--- src/rtl/pcgc_pkg.sv ---
// Register map, field positions and state type for the peripheral clock gating block
`default_nettype none
package pcgc_pkg;
  localparam logic [31:0] PCGC_TIM_ADDR   = 32'h400040bc;
  localparam logic [31:0] PCGC_SPI_ADDR   = 32'h400040c4;
  localparam logic [31:0] PCGC_FLASH_ADDR = 32'h400040c8;
  localparam int PCGC_TIM_W   = 2;
  localparam int PCGC_SPI_W   = 8;
  localparam int PCGC_FLASH_W = 6;
  localparam int PCGC_TIM_HST = 1;
  localparam int PCGC_TIM_WDT = 0;
  localparam int PCGC_P2_DAT  = 7;
  localparam int PCGC_P2_CLK  = 6;
  localparam int PCGC_P2_OWN  = 5;
  localparam int PCGC_P2_GATE = 4;
  localparam int PCGC_P1_DAT  = 3;
  localparam int PCGC_P1_CLK  = 2;
  localparam int PCGC_P1_OWN  = 1;
  localparam int PCGC_P1_GATE = 0;
  localparam int PCGC_FL_IRQ_MUL = 5;
  localparam int PCGC_FL_DMA_RNB = 4;
  localparam int PCGC_FL_DMA_INT = 3;
  localparam int PCGC_FL_SEL_SGL = 2;
  localparam int PCGC_FL_MUL_EN  = 1;
  localparam int PCGC_FL_SGL_EN  = 0;
  localparam logic [PCGC_TIM_W-1:0]   PCGC_TIM_RST   = 2'h0;
  localparam logic [PCGC_SPI_W-1:0]   PCGC_SPI_RST   = 8'h00;
  localparam logic [PCGC_FLASH_W-1:0] PCGC_FLASH_RST = 6'h03;

  typedef struct packed {
    logic [PCGC_TIM_W-1:0]   tim;
    logic [PCGC_SPI_W-1:0]   spi;
    logic [PCGC_FLASH_W-1:0] flash;
    logic                    rnb_s1;
    logic                    rnb_s2;
    logic [31:0]             rdata;
    logic [3:0]              pin_lvl;
    logic [3:0]              pin_oe;
    logic                    irq;
    logic                    dma;
  } pcgc_state_t;

  localparam pcgc_state_t PCGC_STATE_RST = '{
    tim: PCGC_TIM_RST, spi: PCGC_SPI_RST, flash: PCGC_FLASH_RST,
    rnb_s1: 1'b0, rnb_s2: 1'b0, rdata: 32'h0000_0000,
    pin_lvl: 4'h0, pin_oe: 4'hf, irq: 1'b0, dma: 1'b0};
endpackage : pcgc_pkg
`default_nettype wire

--- src/rtl/pcgc_route_if.sv ---
// Configuration and routed results between the register bank and the routing logic
`default_nettype none
interface pcgc_route_if;
  import pcgc_pkg::*;
  logic [PCGC_SPI_W-1:0]   spi;
  logic [PCGC_FLASH_W-1:0] flash;
  logic                    rnb;
  logic                    sgl_int;
  logic                    mul_int;
  // Serial block drive, order: p2 data, p2 clock, p1 data, p1 clock
  logic [3:0]              blk_lvl;
  logic [3:0]              blk_oe;
  logic [3:0]              pin_lvl;
  logic [3:0]              pin_oe;
  logic                    irq;
  logic                    dma;
  modport ctrl  (output spi, flash, rnb, sgl_int, mul_int, blk_lvl, blk_oe,
                 input pin_lvl, pin_oe, irq, dma);
  modport route (input spi, flash, rnb, sgl_int, mul_int, blk_lvl, blk_oe,
                 output pin_lvl, pin_oe, irq, dma);
endinterface : pcgc_route_if
`default_nettype wire

--- src/rtl/pcgc_top.sv ---
// Register bank gating peripheral clocks and routing serial pins and flash events
`default_nettype none
module pcgc_top
  import pcgc_pkg::*;
(
  input  wire logic        sys_clk_in,
  input  wire logic        reset_n_in,
  input  wire logic        clk_en_in,
  input  wire logic [31:0] reg_addr_in,
  input  wire logic [31:0] reg_wdata_in,
  input  wire logic        reg_wr_in,
  input  wire logic        reg_rd_in,
  output logic      [31:0] reg_rdata_out,
  output logic             high_speed_timer_clk_en_out,
  output logic             watchdog_clk_en_out,
  output logic             port_one_clk_en_out,
  output logic             port_two_clk_en_out,
  output logic             single_level_flash_ctrl_clk_en_out,
  output logic             single_level_flash_ctrl_bus_clk_en_out,
  output logic             multi_level_flash_ctrl_clk_en_out,
  output logic             multi_level_flash_ctrl_bus_clk_en_out,
  output logic             flash_sel_single_level_out,
  input  wire logic        port_one_blk_data_in,
  input  wire logic        port_one_blk_data_oe_in,
  input  wire logic        port_one_blk_clock_in,
  input  wire logic        port_one_blk_clock_oe_in,
  input  wire logic        port_two_blk_data_in,
  input  wire logic        port_two_blk_data_oe_in,
  input  wire logic        port_two_blk_clock_in,
  input  wire logic        port_two_blk_clock_oe_in,
  output logic             port_one_data_pin_out,
  output logic             port_one_data_pin_oe_out,
  output logic             port_one_clock_pin_out,
  output logic             port_one_clock_pin_oe_out,
  output logic             port_two_data_pin_out,
  output logic             port_two_data_pin_oe_out,
  output logic             port_two_clock_pin_out,
  output logic             port_two_clock_pin_oe_out,
  input  wire logic        single_level_flash_ctrl_int_in,
  input  wire logic        multi_level_flash_ctrl_int_in,
  input  wire logic        flash_ready_busy_pin_in,
  output logic             flash_irq_out,
  output logic             flash_dma_req_out
);

  pcgc_state_t  state_q;
  pcgc_state_t  state_d;
  pcgc_route_if rif ();

  // Zero-extends a register to a bus word so unused bits read zero
  function automatic logic [31:0] pcgc_word(input logic [7:0] val);
    pcgc_word = {24'h00_0000, val};
  endfunction : pcgc_word

  function automatic logic pcgc_hit(input logic [31:0] addr, input logic [31:0] reg_addr);
    pcgc_hit = (addr == reg_addr);
  endfunction : pcgc_hit

  assign rif.spi     = state_q.spi;
  assign rif.flash   = state_q.flash;
  assign rif.rnb     = state_q.rnb_s2;
  assign rif.sgl_int = single_level_flash_ctrl_int_in;
  assign rif.mul_int = multi_level_flash_ctrl_int_in;
  assign rif.blk_lvl = {port_two_blk_data_in, port_two_blk_clock_in,
                        port_one_blk_data_in, port_one_blk_clock_in};
  assign rif.blk_oe  = {port_two_blk_data_oe_in, port_two_blk_clock_oe_in,
                        port_one_blk_data_oe_in, port_one_blk_clock_oe_in};

  pcgc_route u_route (
    .rif (rif)
  );

  always_comb begin
    state_d = state_q;
    // Ready/busy comes from a pad, synchronised before routing
    state_d.rnb_s1 = flash_ready_busy_pin_in;
    state_d.rnb_s2 = state_q.rnb_s1;
    if (reg_wr_in) begin
      if (pcgc_hit(reg_addr_in, PCGC_TIM_ADDR)) begin
        state_d.tim = reg_wdata_in[PCGC_TIM_W-1:0];
      end
      if (pcgc_hit(reg_addr_in, PCGC_SPI_ADDR)) begin
        state_d.spi = reg_wdata_in[PCGC_SPI_W-1:0];
      end
      if (pcgc_hit(reg_addr_in, PCGC_FLASH_ADDR)) begin
        state_d.flash = reg_wdata_in[PCGC_FLASH_W-1:0];
      end
    end
    // Read data stands only in the cycle after the strobe
    state_d.rdata = 32'h0000_0000;
    if (reg_rd_in) begin
      case (reg_addr_in)
        PCGC_TIM_ADDR:   state_d.rdata = pcgc_word({6'h00, state_q.tim});
        PCGC_SPI_ADDR:   state_d.rdata = pcgc_word(state_q.spi);
        PCGC_FLASH_ADDR: state_d.rdata = pcgc_word({2'h0, state_q.flash});
        default:         state_d.rdata = 32'h0000_0000;
      endcase
    end
    // Routed outputs are registered to keep pins glitch free
    state_d.pin_lvl = rif.pin_lvl;
    state_d.pin_oe  = rif.pin_oe;
    state_d.irq     = rif.irq;
    state_d.dma     = rif.dma;
  end

  always_ff @(posedge sys_clk_in or negedge reset_n_in) begin
    if (!reset_n_in) begin
      state_q <= PCGC_STATE_RST;
    end else if (clk_en_in) begin
      state_q <= state_d;
    end
  end

  assign reg_rdata_out = state_q.rdata;
  assign high_speed_timer_clk_en_out = state_q.tim[PCGC_TIM_HST];
  assign watchdog_clk_en_out = state_q.tim[PCGC_TIM_WDT];
  assign port_one_clk_en_out = state_q.spi[PCGC_P1_GATE];
  assign port_two_clk_en_out = state_q.spi[PCGC_P2_GATE];
  assign single_level_flash_ctrl_clk_en_out     = state_q.flash[PCGC_FL_SGL_EN];
  assign single_level_flash_ctrl_bus_clk_en_out = state_q.flash[PCGC_FL_SGL_EN];
  assign multi_level_flash_ctrl_clk_en_out     = state_q.flash[PCGC_FL_MUL_EN];
  assign multi_level_flash_ctrl_bus_clk_en_out = state_q.flash[PCGC_FL_MUL_EN];
  assign flash_sel_single_level_out = state_q.flash[PCGC_FL_SEL_SGL];
  assign port_two_data_pin_out      = state_q.pin_lvl[3];
  assign port_two_clock_pin_out     = state_q.pin_lvl[2];
  assign port_one_data_pin_out      = state_q.pin_lvl[1];
  assign port_one_clock_pin_out     = state_q.pin_lvl[0];
  assign port_two_data_pin_oe_out   = state_q.pin_oe[3];
  assign port_two_clock_pin_oe_out  = state_q.pin_oe[2];
  assign port_one_data_pin_oe_out   = state_q.pin_oe[1];
  assign port_one_clock_pin_oe_out  = state_q.pin_oe[0];
  assign flash_irq_out              = state_q.irq;
  assign flash_dma_req_out          = state_q.dma;
endmodule : pcgc_top
`default_nettype wire

--- src/rtl/pcgc_route.sv ---
// Pin ownership, interrupt and DMA request routing
`default_nettype none
module pcgc_route
  import pcgc_pkg::*;
(
  pcgc_route_if.route rif
);
  always_comb begin
    rif.pin_lvl[3] = rif.spi[PCGC_P2_OWN] ? rif.blk_lvl[3] : rif.spi[PCGC_P2_DAT];
    rif.pin_lvl[2] = rif.spi[PCGC_P2_OWN] ? rif.blk_lvl[2] : rif.spi[PCGC_P2_CLK];
    rif.pin_oe[3]  = rif.spi[PCGC_P2_OWN] ? rif.blk_oe[3]  : 1'b1;
    rif.pin_oe[2]  = rif.spi[PCGC_P2_OWN] ? rif.blk_oe[2]  : 1'b1;
    rif.pin_lvl[1] = rif.spi[PCGC_P1_OWN] ? rif.blk_lvl[1] : rif.spi[PCGC_P1_DAT];
    rif.pin_lvl[0] = rif.spi[PCGC_P1_OWN] ? rif.blk_lvl[0] : rif.spi[PCGC_P1_CLK];
    rif.pin_oe[1]  = rif.spi[PCGC_P1_OWN] ? rif.blk_oe[1]  : 1'b1;
    rif.pin_oe[0]  = rif.spi[PCGC_P1_OWN] ? rif.blk_oe[0]  : 1'b1;
    rif.irq = rif.flash[PCGC_FL_IRQ_MUL] ? rif.mul_int : rif.sgl_int;
    rif.dma = (rif.flash[PCGC_FL_DMA_RNB] & rif.rnb) | (rif.flash[PCGC_FL_DMA_INT] & rif.mul_int);
  end
endmodule : pcgc_route
`default_nettype wire

--- config.mk ---
export PLATFORM = sky130hd
export DESIGN_NAME = pcgc_top
export DESIGN_NICKNAME = d
export VERILOG_FILES = /design/src/rtl/pcgc_pkg.sv /design/src/rtl/pcgc_route_if.sv /design/src/rtl/pcgc_top.sv /design/src/rtl/pcgc_route.sv
export SDC_FILE = /design/constraint.sdc
export NUM_CORES = 1
export LEC_CHECK = 0
export BUFFER_PORTS_ARGS = -buffer_cell sky130_fd_sc_hd__buf_2
export CORE_MARGIN = 5
export CORE_UTILIZATION = 45
export DETAILED_ROUTE_END_ITERATION = 8
export PLACE_DENSITY = 0.89
export SLEW_MARGIN = 20
export SYNTH_ARGS = -nofsm -noshare
export SYNTH_HDL_FRONTEND = slang
export SYNTH_HIERARCHICAL = 1
export SYNTH_SLANG_ARGS = --single-unit
--- constraint.sdc ---
create_clock -name sys_clk_in -period 3.1 [get_ports sys_clk_in]
set_input_delay 0.155 -clock sys_clk_in [delete_from_list [all_inputs] [get_ports sys_clk_in]]
set_output_delay 0.155 -clock sys_clk_in [all_outputs]
set_load 0.02 [all_outputs]
==> flow_metrics.env <==
export IMPL_slew_headroom_pct=49.2
export IMPL_hp_class="input port to flip-flop"
export IMPL_top_usage_layer="met2"
export IMPL_hold_start="flash_ready_busy_pin_in"
export IMPL_hold_viol=0
export IMPL_cts_resized=0
export IMPL_gp_congestion=0.799
export IMPL_status="finished clean"
export IMPL_finalCritPeriodShare_pct=69.9
export IMPL_r2r_end="port_one_clock_pin_out$_DFFE_PN0P_"
export IMPL_grt_max_degree=37
export IMPL_finalNonFillerCells=293
export IMPL_overflow=0
export IMPL_postSynth_asyncResetShare_pct=100
export IMPL_nFillCells=341
export IMPL_io_buffers=82
export IMPL_crit_family="simple AND/OR/NAND/NOR gates"
export IMPL_clkSlewWorstSetupHoldPaths_ns=0.07
export IMPL_vias_per_cell=5.25
export IMPL_grt_pass1_vias=1515
export IMPL_clock_sinks=36
export IMPL_wl_per_cell_um=15.7
export IMPL_path_class="input port to flip-flop"
export IMPL_die_h_um=75.5
export IMPL_cellLeakagePower_nw=1.23
export IMPL_crit_slowest_cell="nor4_4"
export IMPL_numPlacedInstances=284
export IMPL_htree_levels=2
export IMPL_grt_met2_usage_pct=28.4
export IMPL_required_ns=3.27
export IMPL_routed_wl_um=4600
export IMPL_dp_hpwl_um=3650
export IMPL_fin_skew_ns=0.00707
export IMPL_synth_edff_count=0
export IMPL_ys_seq_area_share_pct=47.0
export IMPL_finalCriticalPeriod_ns=2.17
export IMPL_yosys_register_bits=36
export IMPL_rsz0062_at_grt="false"
export IMPL_crit_buf_inv=1
export IMPL_syn_to_final_growth_pct=23.2
export IMPL_drv_cap=0
export IMPL_synth_distinct_cells=36
export IMPL_reg2regPathDepth=2
export IMPL_dr_pass1_iters=4
export IMPL_grt_first_pass_wirelength_um=6840
export IMPL_fin_tns_setup_ns=0
export IMPL_placementRows=23
export IMPL_crit_chain="buf_2 -> or4_1 -> or3_1 -> nor4_4 -> mux2_2"
export IMPL_setup_violations=0
export IMPL_hold_ws_ns=0.0966
export IMPL_synthCells=160
export IMPL_fmaxAchievable_ghz=0.461
export IMPL_grt_util_met3_pct=5.67
export IMPL_syn_avg_cell_area_sq_um=12.1
export IMPL_vias=1539
export IMPL_r2r_slack_ns=1.89
export IMPL_final_area_sq_mm=0.00238
export IMPL_die_w_um=75.5
export IMPL_start_util_pct=47.3
export IMPL_tightest_slew_ns=0.762
export IMPL_power_density_mw_per_mm2=385
export IMPL_arrival_ns=2.33
export IMPL_cts_tree="yes"
export IMPL_hold_end="state_d[42]$_DFFE_PN0P_"
export IMPL_die_area_sq_mm=0.00570
export IMPL_start_kind="input port"
export IMPL_track_usage_pct=16.2
export IMPL_drt_iter0_markers=30
export IMPL_io_pins=131
export IMPL_max_stage_delay_ns=0.58
export IMPL_synth_flop_cell="dfrtp_1"
export IMPL_post_cts_buffers=0
export IMPL_drtAntennaViolNets=0
export IMPL_coreArea_sq_mm=0.00409
export IMPL_crit_path_end_kind="flip-flop"
export IMPL_utilization_pct=58.2
export IMPL_ctsLongestPathBuffers=2
export IMPL_antenna_cells=0
export IMPL_antenna_found_initial=0
export IMPL_vdd_drop_max_v=0.000310
export IMPL_gr_usage_met1_pct=18.2
export IMPL_numCtsBuffers=5
export IMPL_drive_gt1_share_pct=53.9
export IMPL_root_buffer="clkbuf_8"
export IMPL_path_depth=5
export IMPL_drc=0
export IMPL_ctsHoldBuffers=1
export IMPL_crit_fanout=8
export IMPL_nets=322
export IMPL_holdPathStages=2
export IMPL_dpl_cell_area_sq_mm=0.00228
export IMPL_yosys_warnings=6
export IMPL_clock_latency_ns=0.29
export IMPL_maxSlewViolCount=0
export IMPL_crit_reg2reg_launch="rif.spi[1]$_DFFE_PN0P_"
export IMPL_syn_area_sq_mm=0.00193
## placed cells by master, fill, tap and decap left out
| cell | Yosys | final |
|---|---|---|
| clkbuf_8 | 0 | 6 |
| mux2_1 | 1 | 1 |
| nand2b_1 | 4 | 4 |
| clkinv_1 | 1 | 1 |
| buf_2 | 1 | 82 |
| a22o_1 | 1 | 1 |
| o31ai_1 | 2 | 2 |
| and2_1 | 1 | 1 |
| dlygate4sd3_1 | 0 | 1 |
| xnor2_1 | 1 | 1 |
| nand4_1 | 1 | 1 |
| nor2_1 | 1 | 1 |
| buf_4 | 26 | 1 |
| nor4_1 | 4 | 4 |
| nor3_1 | 1 | 1 |
| mux2_2 | 32 | 32 |
| o2bb2ai_1 | 4 | 4 |
| or4_1 | 3 | 3 |
| o22ai_1 | 1 | 1 |
| or3b_2 | 1 | 1 |
| nand2_1 | 5 | 5 |
| or3_1 | 1 | 1 |
| a21o_1 | 2 | 2 |
| nand4b_1 | 1 | 1 |
| dfrtp_1 | 30 | 30 |
| nand3_1 | 4 | 4 |
| a2bb2oi_1 | 2 | 2 |
| inv_1 | 1 | 1 |
| nor4_4 | 2 | 2 |
| clkbuf_1 | 5 | 2 |
| conb_1 | 1 | 24 |
| nand4bb_1 | 1 | 1 |
| nand3b_1 | 1 | 1 |
| dfstp_2 | 6 | 6 |
| nor2b_1 | 2 | 2 |
| or4b_4 | 1 | 1 |
| a22oi_1 | 6 | 6 |
| nor4b_1 | 3 | 3 |
## routing by layer
| metal | vias to the layer above | part of all wire [%] | routed length (um) |
|---|---|---|---|
| li1 | 703 | - | - |
| met1 | 734 | 36 | 1660 |
| met2 | 91 | 49 | 2240 |
| met3 | 11 | 13 | 610 |
| met4 | 0 | 1.8 | 85 |
| met5 | - | 0 | 0 |
## how the worst max path moves through the flow
stage | from | end | slack, ns
2_1_floorplan | reg_addr_in[24] | rif.spi[0]$_DFFE_PN0P_ | 0.98
3_3_place_gp | reg_addr_in[18] | rif.spi[0]$_DFFE_PN0P_ | 0.64
3_5_place_dp | reg_addr_in[18] | rif.spi[3]$_DFFE_PN0P_ | 0.63
4_1_cts | reg_addr_in[18] | rif.spi[1]$_DFFE_PN0P_ | 0.92
5_1_grt | reg_addr_in[18] | rif.spi[1]$_DFFE_PN0P_ | 0.85
6_report | reg_addr_in[18] | rif.spi[1]$_DFFE_PN0P_ | 0.93
## registers in the layout (all words and copies together), names as in the netlist
name and flops:
flash_dma_req_out 1, flash_irq_out 1, high_speed_timer_clk_en_out 1, port_one_clock_pin_oe_out 1
port_one_clock_pin_out 1, port_one_data_pin_oe_out 1, port_one_data_pin_out 1, port_two_clock_pin_oe_out 1
port_two_clock_pin_out 1, port_two_data_pin_oe_out 1, port_two_data_pin_out 1, reg_rdata_out 8
rif.flash 6, rif.rnb 1, rif.spi 8, state_d 1
watchdog_clk_en_out 1
## Yosys cell counts, drive strengths merged (2+ instances only)
library cell	number	area (sq um)
o31ai	2	15.0
nor4	6	67.6
clkbuf	5	18.8
a22oi	6	45.0
buf	27	200
nor4b	3	26.3
dfrtp	30	751
a21o	2	15.0
nor2b	2	12.5
mux2	33	372
nand2	5	18.8
nand2b	4	25.0
nand3	4	20.0
or4	3	22.5
dfstp	6	158
o2bb2ai	4	35.0
a2bb2oi	2	17.5
## power by group
group | leakage (nW) | internal [mW] | total [mW] | switching [mW]
registers | 0.475 | 0.475 | 0.477 | 0.00217
clock network | 0.0455 | 0.181 | 0.335 | 0.154
logic | 0.711 | 0.0401 | 0.105 | 0.0649
total | 1.23 | 0.696 | 0.917 | 0.221
## final cells by class
cell class	instances	area [sq um]	share of cell area, %
sequential	36	908	38.2
multi-input combinational	113	883	37.1
timing repair buffer	84	428	18.0
clock buffer	8	90.1	3.79
tap	50	62.6	2.63
inverter	2	7.51	0.315
## stage by stage
stage                     setup slack [ns]  total power, mW
after floorplan                      0.977            0.561
after global placement               0.635            0.588
after detailed placement             0.626            0.589
after CTS                            0.918            0.926
after global routing                 0.845            0.958
final                                0.932            0.917
## kinds of logic (layout without fill, tap and decap cells)
logic type                count (synthesis)  count (layout)  synth area share (%)
muxes                                    33              33                  19.2
AOI/OAI and AO/OA                        18              18                  7.38
DFF                                      36              36                  47.0
buffers and inverters                    34              94                  11.7
and+or+nand+nor                          37              37                  14.0
xor gates and xnor gates                  1               1                 0.453
other                                     1              24                 0.194
## worst reg2reg max path: cells and delay by family, from the launching register on
family,cells,cell delay [ns]
flops,1,0.48
mux,2,0.63
No activity file was read; power rests on OpenSTA's default activity.
